<file path="config.mk">
export PLATFORM = sky130hd
export DESIGN_NAME = pmpsc_controller
export DESIGN_NICKNAME = d
export VERILOG_FILES = /design/src/hw/pmpsc_pkg.sv /design/src/hw/pmpsc_controller.sv
export SDC_FILE = /design/constraint.sdc
export NUM_CORES = 1
export LEC_CHECK = 0
export BUFFER_PORTS_ARGS = -buffer_cell sky130_fd_sc_hd__buf_2
export CORE_MARGIN = 2
export CORE_UTILIZATION = 40
export CTS_BUF_LIST = sky130_fd_sc_hd__clkbuf_2 sky130_fd_sc_hd__clkbuf_4 sky130_fd_sc_hd__clkbuf_8
export CTS_CLUSTER_DIAMETER = 40
export DETAILED_ROUTE_END_ITERATION = 10
export HOLD_SLACK_MARGIN = 0.1
export PLACE_DENSITY_LB_ADDON = 0.1
export SKIP_LAST_GASP = 1
export SLEW_MARGIN = 20
export SYNTH_ARGS = -nofsm -noshare
export SYNTH_HDL_FRONTEND = slang
export SYNTH_SLANG_ARGS = --single-unit
</file>
<file path="constraint.sdc">
create_clock -name core_clk -period 9.9 [get_ports core_clk]
set_clock_uncertainty 0.05 [all_clocks]
set_input_delay 0.495 -clock core_clk [delete_from_list [all_inputs] [get_ports core_clk]]
set_output_delay 0.495 -clock core_clk [all_outputs]
set_load 0.05 [all_outputs]
</file>
<file path="src/hw/pmpsc_pkg.sv">
package pmpsc_pkg;

    // Controller states, one-hot
    typedef enum logic [4:0] {
        PMPSC_NO_SUPPLY = 5'h01,
        PMPSC_BACKUP    = 5'h02,
        PMPSC_OFF       = 5'h04,
        PMPSC_ACTIVE    = 5'h08,
        PMPSC_SLEEP     = 5'h10
    } pmpsc_state_t;

    // Register byte addresses
    localparam logic [7:0] CTRL_ADDR   = 8'h00;
    localparam logic [7:0] STATUS_ADDR = 8'h04;
    localparam logic [7:0] IRQ_ADDR    = 8'h08;
    localparam logic [7:0] MASK_ADDR   = 8'h0c;
    localparam logic [7:0] LPDLY_ADDR  = 8'h10;

    // Control register field positions
    localparam int CTRL_KEEP_ON   = 0;
    localparam int CTRL_TURN_OFF  = 1;
    localparam int CTRL_OFF_RST   = 2;
    localparam int CTRL_SLP_PERM  = 3;
    localparam int CTRL_SLP_POL   = 4;
    localparam int CTRL_HOLD_GPI  = 5;
    localparam int CTRL_LP_DIS    = 6;
    localparam int CTRL_LP_RST    = 7;
    localparam logic [7:0] CTRL_RESET = 8'h00;

    // Interrupt status bit positions
    localparam int IRQ_RTC_ALARM  = 0;
    localparam int IRQ_BAT_CHARGE = 1;
    localparam int IRQ_LONG_PRESS = 2;
    localparam int IRQ_WATCHDOG   = 3;
    localparam int IRQ_GPIO0      = 4;
    localparam int IRQ_W          = 10;
    // Sources allowed to cause turn-on: all except watchdog and GPIO pin 2
    localparam logic [IRQ_W-1:0] WAKE_SRC_MASK = 10'h3b7;
    localparam logic [IRQ_W-1:0] MASK_RESET    = 10'h3ff;

    // Timing: 32 kHz tick from 125 MHz, pulse 1 s
    localparam int CLK_HZ          = 125_000_000;
    localparam int TICK_HZ         = 32_768;
    localparam int TICK_DIV        = CLK_HZ / TICK_HZ;
    localparam int WAKE_PULSE_MS   = 1000;
    // Whole ticks per pulse; multiply first so a 1 s pulse is a full second of ticks
    localparam int WAKE_PULSE_TICKS = (TICK_HZ * WAKE_PULSE_MS) / 1000;
    localparam logic [15:0] LPDLY_RESET = 16'h2000;

    // Analog and pin inputs grouped
    typedef struct packed {
        logic supply_rtc_ok;
        logic supply_on_ok;
        logic battery_high_detect;
        logic battery_charge_detect;
        logic por_threshold;
        logic thermal_shutdown_flag;
    } pmpsc_supply_t;

endpackage

</file>
<file path="src/hw/pmpsc_controller.sv">
// Design decisions made here: the register addresses and the APB register port.
`timescale 1ns/1ps
// Summary of operation
// - Low supply: no-supply state, reset, all off
// - Backup: only oscillator and clock run
// - Off: only oscillator and clock domain supply on
// - Enable conditions met: go active, supplies on
// - Sleep state puts the supplies low-power
// - Enable: no disable and any source
// - Hold input counts unless configured GPI
// - Wake pulse only while system reset is low (off, backup or no-supply state)
// - Pulse only when status bit was clear
// - Cold reset release makes a wake pulse
// - Battery charge and alarm events wake device
// - GPIO pins wake except pin two
// - Watchdog wakes from sleep only
// - Long press disables and sets flag
// - Thermal shutdown flag disables power-on
// - Turn-off bits disable; turn-off self-clears
// - Keep-on bit set turns device back on
// - Sleep needs pin, permit bit, no pending
// - Power-on reset clears all but tick divider, read data and output registers
// - General reset spares status and backup
// - Wake pulse lasts one second
module pmpsc_controller #(
    parameter int WAKE_TICKS = pmpsc_pkg::WAKE_PULSE_TICKS,
    parameter int TICK_DIV   = pmpsc_pkg::TICK_DIV
) (
    input  wire logic                    core_clk,
    input  wire logic                    rst,
    input  wire logic                    psel,
    input  wire logic                    penable,
    input  wire logic                    pwrite,
    input  wire logic [7:0]              paddr,
    input  wire logic [31:0]             pwdata,
    output logic      [31:0]             prdata,
    output logic                         pready,
    output logic                         pslverr,
    input  wire pmpsc_pkg::pmpsc_supply_t supply,
    input  wire logic                    power_button_n,
    input  wire logic                    power_hold_in,
    input  wire logic                    cold_reset_in,
    input  wire logic                    sleep_in,
    input  wire logic                    rtc_alarm_evt,
    input  wire logic                    watchdog_evt,
    input  wire logic [5:0]              gpio_evt,
    output logic                         system_reset_out_n,
    output logic                         irq_out_n,
    output logic                         rtc_domain_on,
    output logic                         osc_rtc_run,
    output logic                         supplies_on,
    output logic                         supplies_low_power,
    output logic                         general_reset
);

    pmpsc_pkg::pmpsc_state_t state_q, state_d;
    logic [7:0]              ctrl_q;
    logic [pmpsc_pkg::IRQ_W-1:0] irq_q, irq_set, mask_q;
    logic [15:0]             lpdly_q, lp_cnt_q;
    logic [15:0]             div_q;
    logic [31:0]             pulse_cnt_q;
    logic                    hrst_q, chg_q, alarm_q, lp_hit_q;
    logic                    pulse_cold_q;
    logic [31:0]             prdata_q;

    // 32 kHz tick from core clock
    wire tick = (div_q == 16'(TICK_DIV - 1));

    // Bus decode
    wire wr_acc = psel & penable & pwrite;
    wire rd_acc = psel & penable & ~pwrite;
    wire addr_ok = (paddr == pmpsc_pkg::CTRL_ADDR) | (paddr == pmpsc_pkg::STATUS_ADDR)
                 | (paddr == pmpsc_pkg::IRQ_ADDR) | (paddr == pmpsc_pkg::MASK_ADDR)
                 | (paddr == pmpsc_pkg::LPDLY_ADDR);
    wire wr_ctrl  = wr_acc & (paddr == pmpsc_pkg::CTRL_ADDR);
    wire wr_irq   = wr_acc & (paddr == pmpsc_pkg::IRQ_ADDR);
    wire wr_mask  = wr_acc & (paddr == pmpsc_pkg::MASK_ADDR);
    wire wr_lpdly = wr_acc & (paddr == pmpsc_pkg::LPDLY_ADDR);
    assign pready  = 1'b1;
    assign pslverr = psel & penable & ~addr_ok;
    assign prdata  = prdata_q;

    // Event qualification
    wire in_off      = ~system_reset_out_n;
    wire is_on       = (state_q == pmpsc_pkg::PMPSC_ACTIVE)
                     | (state_q == pmpsc_pkg::PMPSC_SLEEP);
    wire chg_event   = supply.battery_high_detect & supply.battery_charge_detect
                     & ~chg_q;
    wire alarm_event = rtc_alarm_evt & ~alarm_q;
    wire hrst_rel    = hrst_q & ~cold_reset_in;
    wire lp_long     = ~power_button_n & ~ctrl_q[pmpsc_pkg::CTRL_LP_DIS]
                     & (lp_cnt_q >= lpdly_q);

    // Sticky event bits
    always_comb begin
        irq_set = '0;
        irq_set[pmpsc_pkg::IRQ_RTC_ALARM]  = alarm_event;
        irq_set[pmpsc_pkg::IRQ_BAT_CHARGE] = chg_event;
        irq_set[pmpsc_pkg::IRQ_LONG_PRESS] = lp_long & ~lp_hit_q;
        irq_set[pmpsc_pkg::IRQ_WATCHDOG]   = watchdog_evt;
        irq_set[pmpsc_pkg::IRQ_GPIO0 +: 6] = gpio_evt;
    end

    // New unmasked wake flag on a previously clear bit only
    wire [pmpsc_pkg::IRQ_W-1:0] fresh = irq_set & ~irq_q & ~mask_q
                                      & pmpsc_pkg::WAKE_SRC_MASK;
    wire start_pulse = in_off & ((|fresh) | hrst_rel);
    wire pulse_on    = (pulse_cnt_q != 32'h0);
    wire pending     = |(irq_q & ~mask_q);
    assign irq_out_n = ~pending;
    // Pulse collapses if software clears status meanwhile
    // A cold reset pulse has no status bit behind it, so it runs its full length
    wire wake_pulse  = pulse_on & (pending | pulse_cold_q);

    // Enable and disable conditions
    wire hold_en    = power_hold_in & ~ctrl_q[pmpsc_pkg::CTRL_HOLD_GPI];
    wire dis_cond   = lp_long | supply.thermal_shutdown_flag
                    | ctrl_q[pmpsc_pkg::CTRL_TURN_OFF]
                    | ctrl_q[pmpsc_pkg::CTRL_OFF_RST];
    wire src_cond   = ~power_button_n | hold_en | ctrl_q[pmpsc_pkg::CTRL_KEEP_ON]
                    | wake_pulse;
    wire on_en      = ~dis_cond & src_cond;
    wire slp_pin    = (sleep_in == ctrl_q[pmpsc_pkg::CTRL_SLP_POL]);
    wire slp_en     = slp_pin & ctrl_q[pmpsc_pkg::CTRL_SLP_PERM] & ~pending;
    wire gen_rst    = ctrl_q[pmpsc_pkg::CTRL_LP_RST] | ctrl_q[pmpsc_pkg::CTRL_OFF_RST]
                    | cold_reset_in;

    // Next state
    always_comb begin
        state_d = state_q;
        if (!supply.supply_rtc_ok) begin
            state_d = pmpsc_pkg::PMPSC_NO_SUPPLY;
        end else if (!supply.supply_on_ok) begin
            state_d = pmpsc_pkg::PMPSC_BACKUP;
        end else if (tick) begin
            unique case (state_q)
                pmpsc_pkg::PMPSC_NO_SUPPLY,
                pmpsc_pkg::PMPSC_BACKUP: begin
                    state_d = pmpsc_pkg::PMPSC_OFF;
                end
                // Off waits for any enable source with no disable
                pmpsc_pkg::PMPSC_OFF: begin
                    if (on_en) begin
                        state_d = pmpsc_pkg::PMPSC_ACTIVE;
                    end
                end
                // Disable wins over a sleep request
                pmpsc_pkg::PMPSC_ACTIVE: begin
                    if (!on_en) begin
                        state_d = pmpsc_pkg::PMPSC_OFF;
                    end else if (slp_en) begin
                        state_d = pmpsc_pkg::PMPSC_SLEEP;
                    end
                end
                // Pending unmasked flag or pin change ends sleep
                pmpsc_pkg::PMPSC_SLEEP: begin
                    if (!on_en) begin
                        state_d = pmpsc_pkg::PMPSC_OFF;
                    end else if (!slp_en) begin
                        state_d = pmpsc_pkg::PMPSC_ACTIVE;
                    end
                end
                default: state_d = pmpsc_pkg::PMPSC_NO_SUPPLY;
            endcase
        end
    end

    // Full reset from power-on reset or asynchronous rst
    wire por = supply.por_threshold;

    // Tick divider
    always_ff @(posedge core_clk or posedge rst) begin
        if (rst) begin
            div_q <= 16'h0;
        end else if (tick) begin
            div_q <= 16'h0;
        end else begin
            div_q <= div_q + 16'h1;
        end
    end

    // State register; power-on reset restarts from no supply
    always_ff @(posedge core_clk or posedge rst) begin
        if (rst) begin
            state_q <= pmpsc_pkg::PMPSC_NO_SUPPLY;
        end else if (por) begin
            state_q <= pmpsc_pkg::PMPSC_NO_SUPPLY;
        end else begin
            state_q <= state_d;
        end
    end

    // Control register; turn-off bit clears in off state
    always_ff @(posedge core_clk or posedge rst) begin
        if (rst) begin
            ctrl_q <= pmpsc_pkg::CTRL_RESET;
        end else if (por || (gen_rst && !wr_ctrl)) begin
            ctrl_q <= pmpsc_pkg::CTRL_RESET;
        end else if (wr_ctrl) begin
            ctrl_q <= pwdata[7:0];
        end else if (state_q == pmpsc_pkg::PMPSC_OFF) begin
            ctrl_q[pmpsc_pkg::CTRL_TURN_OFF] <= 1'b0;
        end
    end

    // Status, mask, delay; general reset leaves status alone
    always_ff @(posedge core_clk or posedge rst) begin
        if (rst) begin
            irq_q   <= '0;
            mask_q  <= pmpsc_pkg::MASK_RESET;
            lpdly_q <= pmpsc_pkg::LPDLY_RESET;
        end else if (por) begin
            irq_q   <= '0;
            mask_q  <= pmpsc_pkg::MASK_RESET;
            lpdly_q <= pmpsc_pkg::LPDLY_RESET;
        end else begin
            // Set wins over write-one-to-clear
            irq_q <= (irq_q & ~(wr_irq ? pwdata[pmpsc_pkg::IRQ_W-1:0] : '0)) | irq_set;
            if (wr_mask)  mask_q  <= pwdata[pmpsc_pkg::IRQ_W-1:0];
            if (wr_lpdly) lpdly_q <= pwdata[15:0];
        end
    end

    // Edge trackers each cycle, long-press counter on tick
    always_ff @(posedge core_clk or posedge rst) begin
        if (rst) begin
            hrst_q   <= 1'b0;
            chg_q    <= 1'b0;
            alarm_q  <= 1'b0;
            lp_hit_q <= 1'b0;
            lp_cnt_q <= 16'h0;
        end else if (por) begin
            // Full reset also forgets edges and the first-charge history
            hrst_q   <= 1'b0;
            chg_q    <= 1'b0;
            alarm_q  <= 1'b0;
            lp_hit_q <= 1'b0;
            lp_cnt_q <= 16'h0;
        end else begin
            hrst_q   <= cold_reset_in;
            chg_q    <= chg_q | (supply.battery_high_detect & supply.battery_charge_detect);
            alarm_q  <= rtc_alarm_evt;
            lp_hit_q <= lp_long;
            if (power_button_n) lp_cnt_q <= 16'h0;
            else if (tick && lp_cnt_q != 16'hffff) lp_cnt_q <= lp_cnt_q + 16'h1;
        end
    end

    // Wake pulse timer, counted in 32 kHz ticks
    // Cold reset pulses are not cut short by a status clear
    always_ff @(posedge core_clk or posedge rst) begin
        if (rst) begin
            pulse_cnt_q  <= 32'h0;
            pulse_cold_q <= 1'b0;
        end else if (por) begin
            pulse_cnt_q  <= 32'h0;
            pulse_cold_q <= 1'b0;
        end else if (start_pulse) begin
            pulse_cnt_q  <= 32'(WAKE_TICKS);
            pulse_cold_q <= hrst_rel;
        end else if (!pending && !pulse_cold_q) begin
            pulse_cnt_q  <= 32'h0;
        end else if (tick && pulse_on) begin
            pulse_cnt_q  <= pulse_cnt_q - 32'h1;
        end
    end

    // Read mux
    always_ff @(posedge core_clk or posedge rst) begin
        if (rst) begin
            prdata_q <= 32'h0;
        end else if (rd_acc) begin
            unique case (paddr)
                pmpsc_pkg::CTRL_ADDR:   prdata_q <= {24'h0, ctrl_q};
                pmpsc_pkg::STATUS_ADDR: prdata_q <= {25'h0, wake_pulse, on_en, 5'(state_q)};
                pmpsc_pkg::IRQ_ADDR:    prdata_q <= {22'h0, irq_q};
                pmpsc_pkg::MASK_ADDR:   prdata_q <= {22'h0, mask_q};
                pmpsc_pkg::LPDLY_ADDR:  prdata_q <= {16'h0, lpdly_q};
                default:                prdata_q <= 32'h0;
            endcase
        end
    end

    // Power outputs per state
    always_ff @(posedge core_clk or posedge rst) begin
        if (rst) begin
            system_reset_out_n <= 1'b0;
            rtc_domain_on      <= 1'b0;
            osc_rtc_run        <= 1'b0;
            supplies_on        <= 1'b0;
            supplies_low_power <= 1'b0;
            general_reset      <= 1'b0;
        end else begin
            system_reset_out_n <= is_on;
            rtc_domain_on      <= (state_q != pmpsc_pkg::PMPSC_NO_SUPPLY);
            osc_rtc_run        <= (state_q != pmpsc_pkg::PMPSC_NO_SUPPLY);
            supplies_on        <= is_on;
            supplies_low_power <= (state_q == pmpsc_pkg::PMPSC_SLEEP);
            general_reset      <= gen_rst;
        end
    end

endmodule // pmpsc_controller

</file>
==> flow_summary.yaml <==
min_path:
  hp-class: "primary input to register"
  worstHoldEndpoint: "irq_q[3]"
  hold_path_depth: 3
  min_from: "watchdog_evt"
final_layout:
  drive_gt1_frac: 0.1679
  num-fill-cells: 1721
  diodes: 0
  syn2layout_area_growth_pct: 14.52
  nNetsFinal: 904
  seqCellArea_mm2: 0.003468
  multi_input_area_mm2: 0.003462
worst_setup_path:
  crit_path_cell_trace: "inv_1, ha_1, nor4b_1, and4_1, o41a_1, and4_1, nand4_1, xor2_1, nor2_1"
  reg2reg_slack_ns: 6.97
  path_depth: 9
  crit_type: "register to register"
  slowest_delay_ns: 0.64
  ff2ff_path_depth: 9
  arrival_ns: 3.21
  crit_buf_inv: 1
  r2r_start: "div_q[1]"
  critPathTopFamily: "simple AND/OR/NAND/NOR gates"
  cp_max_fo: 15
  cp_common_cell: "and4_1"
  end_kind: "register"
  start_kind: "register"
  timing.rr.end: "lp_cnt_q[9]"
  required_ns: 10.17
  crit_slowest_cell: "and4_1"
synth:
  synth_top_area_frac: 0.4355
  yosys.area.top_type: "dfrtp_1"
  synth_common_cells: "dfrtp_1, nor2_1, nand2_1"
  synth_flop_cell: "dfrtp_1"
  ys_types: 66
  syn_area_per_cell_um2: 9.538
  synthCells: 759
  synth-seq-cells: 138
  synth_most_common_cell: "dfrtp_1"
  synthesis.area_mm2: 0.007239
  synthArstFlopShare: 1.000
  synth_edf_count: 0
  yosysWarnings: 0
  synth_seq_area_share: 0.4791
  synth_top_cells_by_area: "dfrtp_1, nor2_1, nand2_1, dfstp_2, xnor2_1"
cts:
  cts.sinks: 138
  cts_buffer_depth: 2
  numCtsBuffers: 17
  cts.clk_slew.worst_paths_ns: 0.08
  clk_latency_ns: 0.45
  root_buffer: "clkbuf_8"
  cts_tree: "done"
  htreeDepth: 4
floorplan:
  row_count: 49
  start_util: 0.4058
  coreArea_mm2: 0.01784
  pin_count: 104
  die_area_mm2: 0.01919
  die_y_um: 138.5
  die_w_um: 138.5
grt:
  antenna_found_initial: 0
  grt_pass1_wl_um: 30330
  grt_pass1_vias: 5613
  grt.total_usage: 0.1993
  grt-ovfl-total: 0
  grt_max_degree: 85
timing:
  tightestPinTransition_ns: 0.8431
  setup_viol: 0
  slew_violations: 0
  setup_ws_ns: 6.965
  fin_tns_setup_ns: 0
  rsz0062_at_grt: "no"
  max_clock_freq_ghz: 0.3408
  period_needed_ns: 2.935
  finalHoldViolations: 0
  fin_crit_sh: 0.2964
  slew_headroom: 0.4345
route:
  avgRoutedWirePerCell_um: 17.63
  drc: 0
  wirelength_um: 18740
  drtIter0Drc: 367
  firstDrtPassIters: 5
  vias: 5706
  viasPerCell: 5.368
  postRouteAntennaNets: 0
pwr:
  peakVddDrop_v: 0.00007763
  p_leak_nw: 3.742
  power_density_mw_per_mm2: 152.8
placed_design:
  place_hpwl_um: 13560
  pre_cts_slack_ns: 6.971
  io_buffer_count: 70
  place.gp.congestion: 0.8465
job:
  maxCapViolations: 0
status:
  status: "complete, no violations"
==> placed cells by master (no fill, tap or decap), drive strengths merged, types with 15 or more instances in the layout <==
master	n
a22o	24
ha	20
buf	75
dfrtp	126
a21oi	27
o21ai	25
nor3	19
xnor2	31
xor2	28
nand2	92
nor2	94
clkbuf	21
nand4	15
conb	17
nand3	28
inv	32
==> final cells by class <==
type | count | area share
multi-input combinational | 556 | 0.4176
sequential | 138 | 0.4184
inverter | 32 | 0.01509
clock inverter | 11 | 0.03184
timing repair buffer | 76 | 0.04845
clock buffer | 21 | 0.03411
tap | 229 | 0.03456
==> registers in the layout, summed over array words and instances, names as in the netlist <==
name / flops
lpdly_q: 16
state_q: 5
pulse_cold_q: 1
hrst_q: 1
supplies_on: 1
div_q: 16
lp_cnt_q: 16
chg_q: 1
alarm_q: 1
general_reset: 1
pulse_cnt_q: 32
ctrl_q: 8
lp_hit_q: 1
irq_q: 10
supplies_low_power: 1
osc_rtc_run: 1
mask_q: 10
prdata: 16
==> routing by layer <==
metal / vias to the layer above / share of wire / global-route usage
li1: 2737 / - / -
met1: 2787 / 0.50 / 0.2980
met2: 162 / 0.44 / 0.2916
met3: 20 / 0.044 / 0.04040
met4: 0 / 0.014 / 0.06284
met5: - / 0 / 0
==> timing repair <==
action | in CTS | in global routing
buffers inserted | 0 | 0
hold endpoints to repair | 44 | 0
resized for setup | 0 | 0
setup endpoints to repair | 0 | 0
hold buffers | 1 | 0
==> metrics by stage <==
stage                     hold WS, ns  cell area (µm²)    util  cells  total power, mW
after floorplan                0.3958             7296       -    774           0.6357
after detailed placement       0.4008             7730  0.4333   1030           0.6578
final                          0.2107             8290  0.4647   1063            1.267
after CTS                      0.1836             8287  0.4645   1063            1.280
after global placement         0.3963             7722  0.4328   1030           0.6569
after global routing           0.1902             8290  0.4647   1063            1.308
==> worst max path at each step <==
stage	slack, ns	to	from
after floorplan	5.68	alarm_q	rst
after global placement	6.82	pulse_cnt_q[9]	lpdly_q[13]
after detailed placement	6.97	lp_cnt_q[9]	div_q[1]
after CTS	6.94	lp_cnt_q[9]	div_q[1]
after global routing	6.66	lp_cnt_q[5]	div_q[1]
final	6.97	lp_cnt_q[9]	div_q[1]
==> where the power goes <==
group / switching [mW] / leakage, nW / internal (mW)
Clock: 0.220 / 0.266 / 0.400
Combinational: 0.0561 / 1.62 / 0.0177
Sequential: 0.00450 / 1.85 / 0.568
Total: 0.281 / 3.74 / 0.986
==> cell families (layout without fill, tap and decap cells) <==
| group | after synthesis | after routing | share of synthesized area |
|---|---|---|---|
| AO/OA/AOI/OAI | 111 | 111 | 0.1118 |
| flip-flops | 138 | 138 | 0.4791 |
| adder cells (fa/ha/maj) | 20 | 20 | 0.03457 |
| XOR/XNOR | 59 | 59 | 0.07138 |
| multiplexers | 5 | 5 | 0.007259 |
| buffers and inverters | 80 | 140 | 0.05272 |
| other | 2 | 17 | 0.001037 |
| AND/OR/NAND/NOR | 344 | 344 | 0.2421 |
==> worst min-delay path, stage by stage <==
cell	delay [ns]
buf_2	0.08
a21oi_1	0.03
nor2_1	0.07
Power figures use the tool's default switching activity.
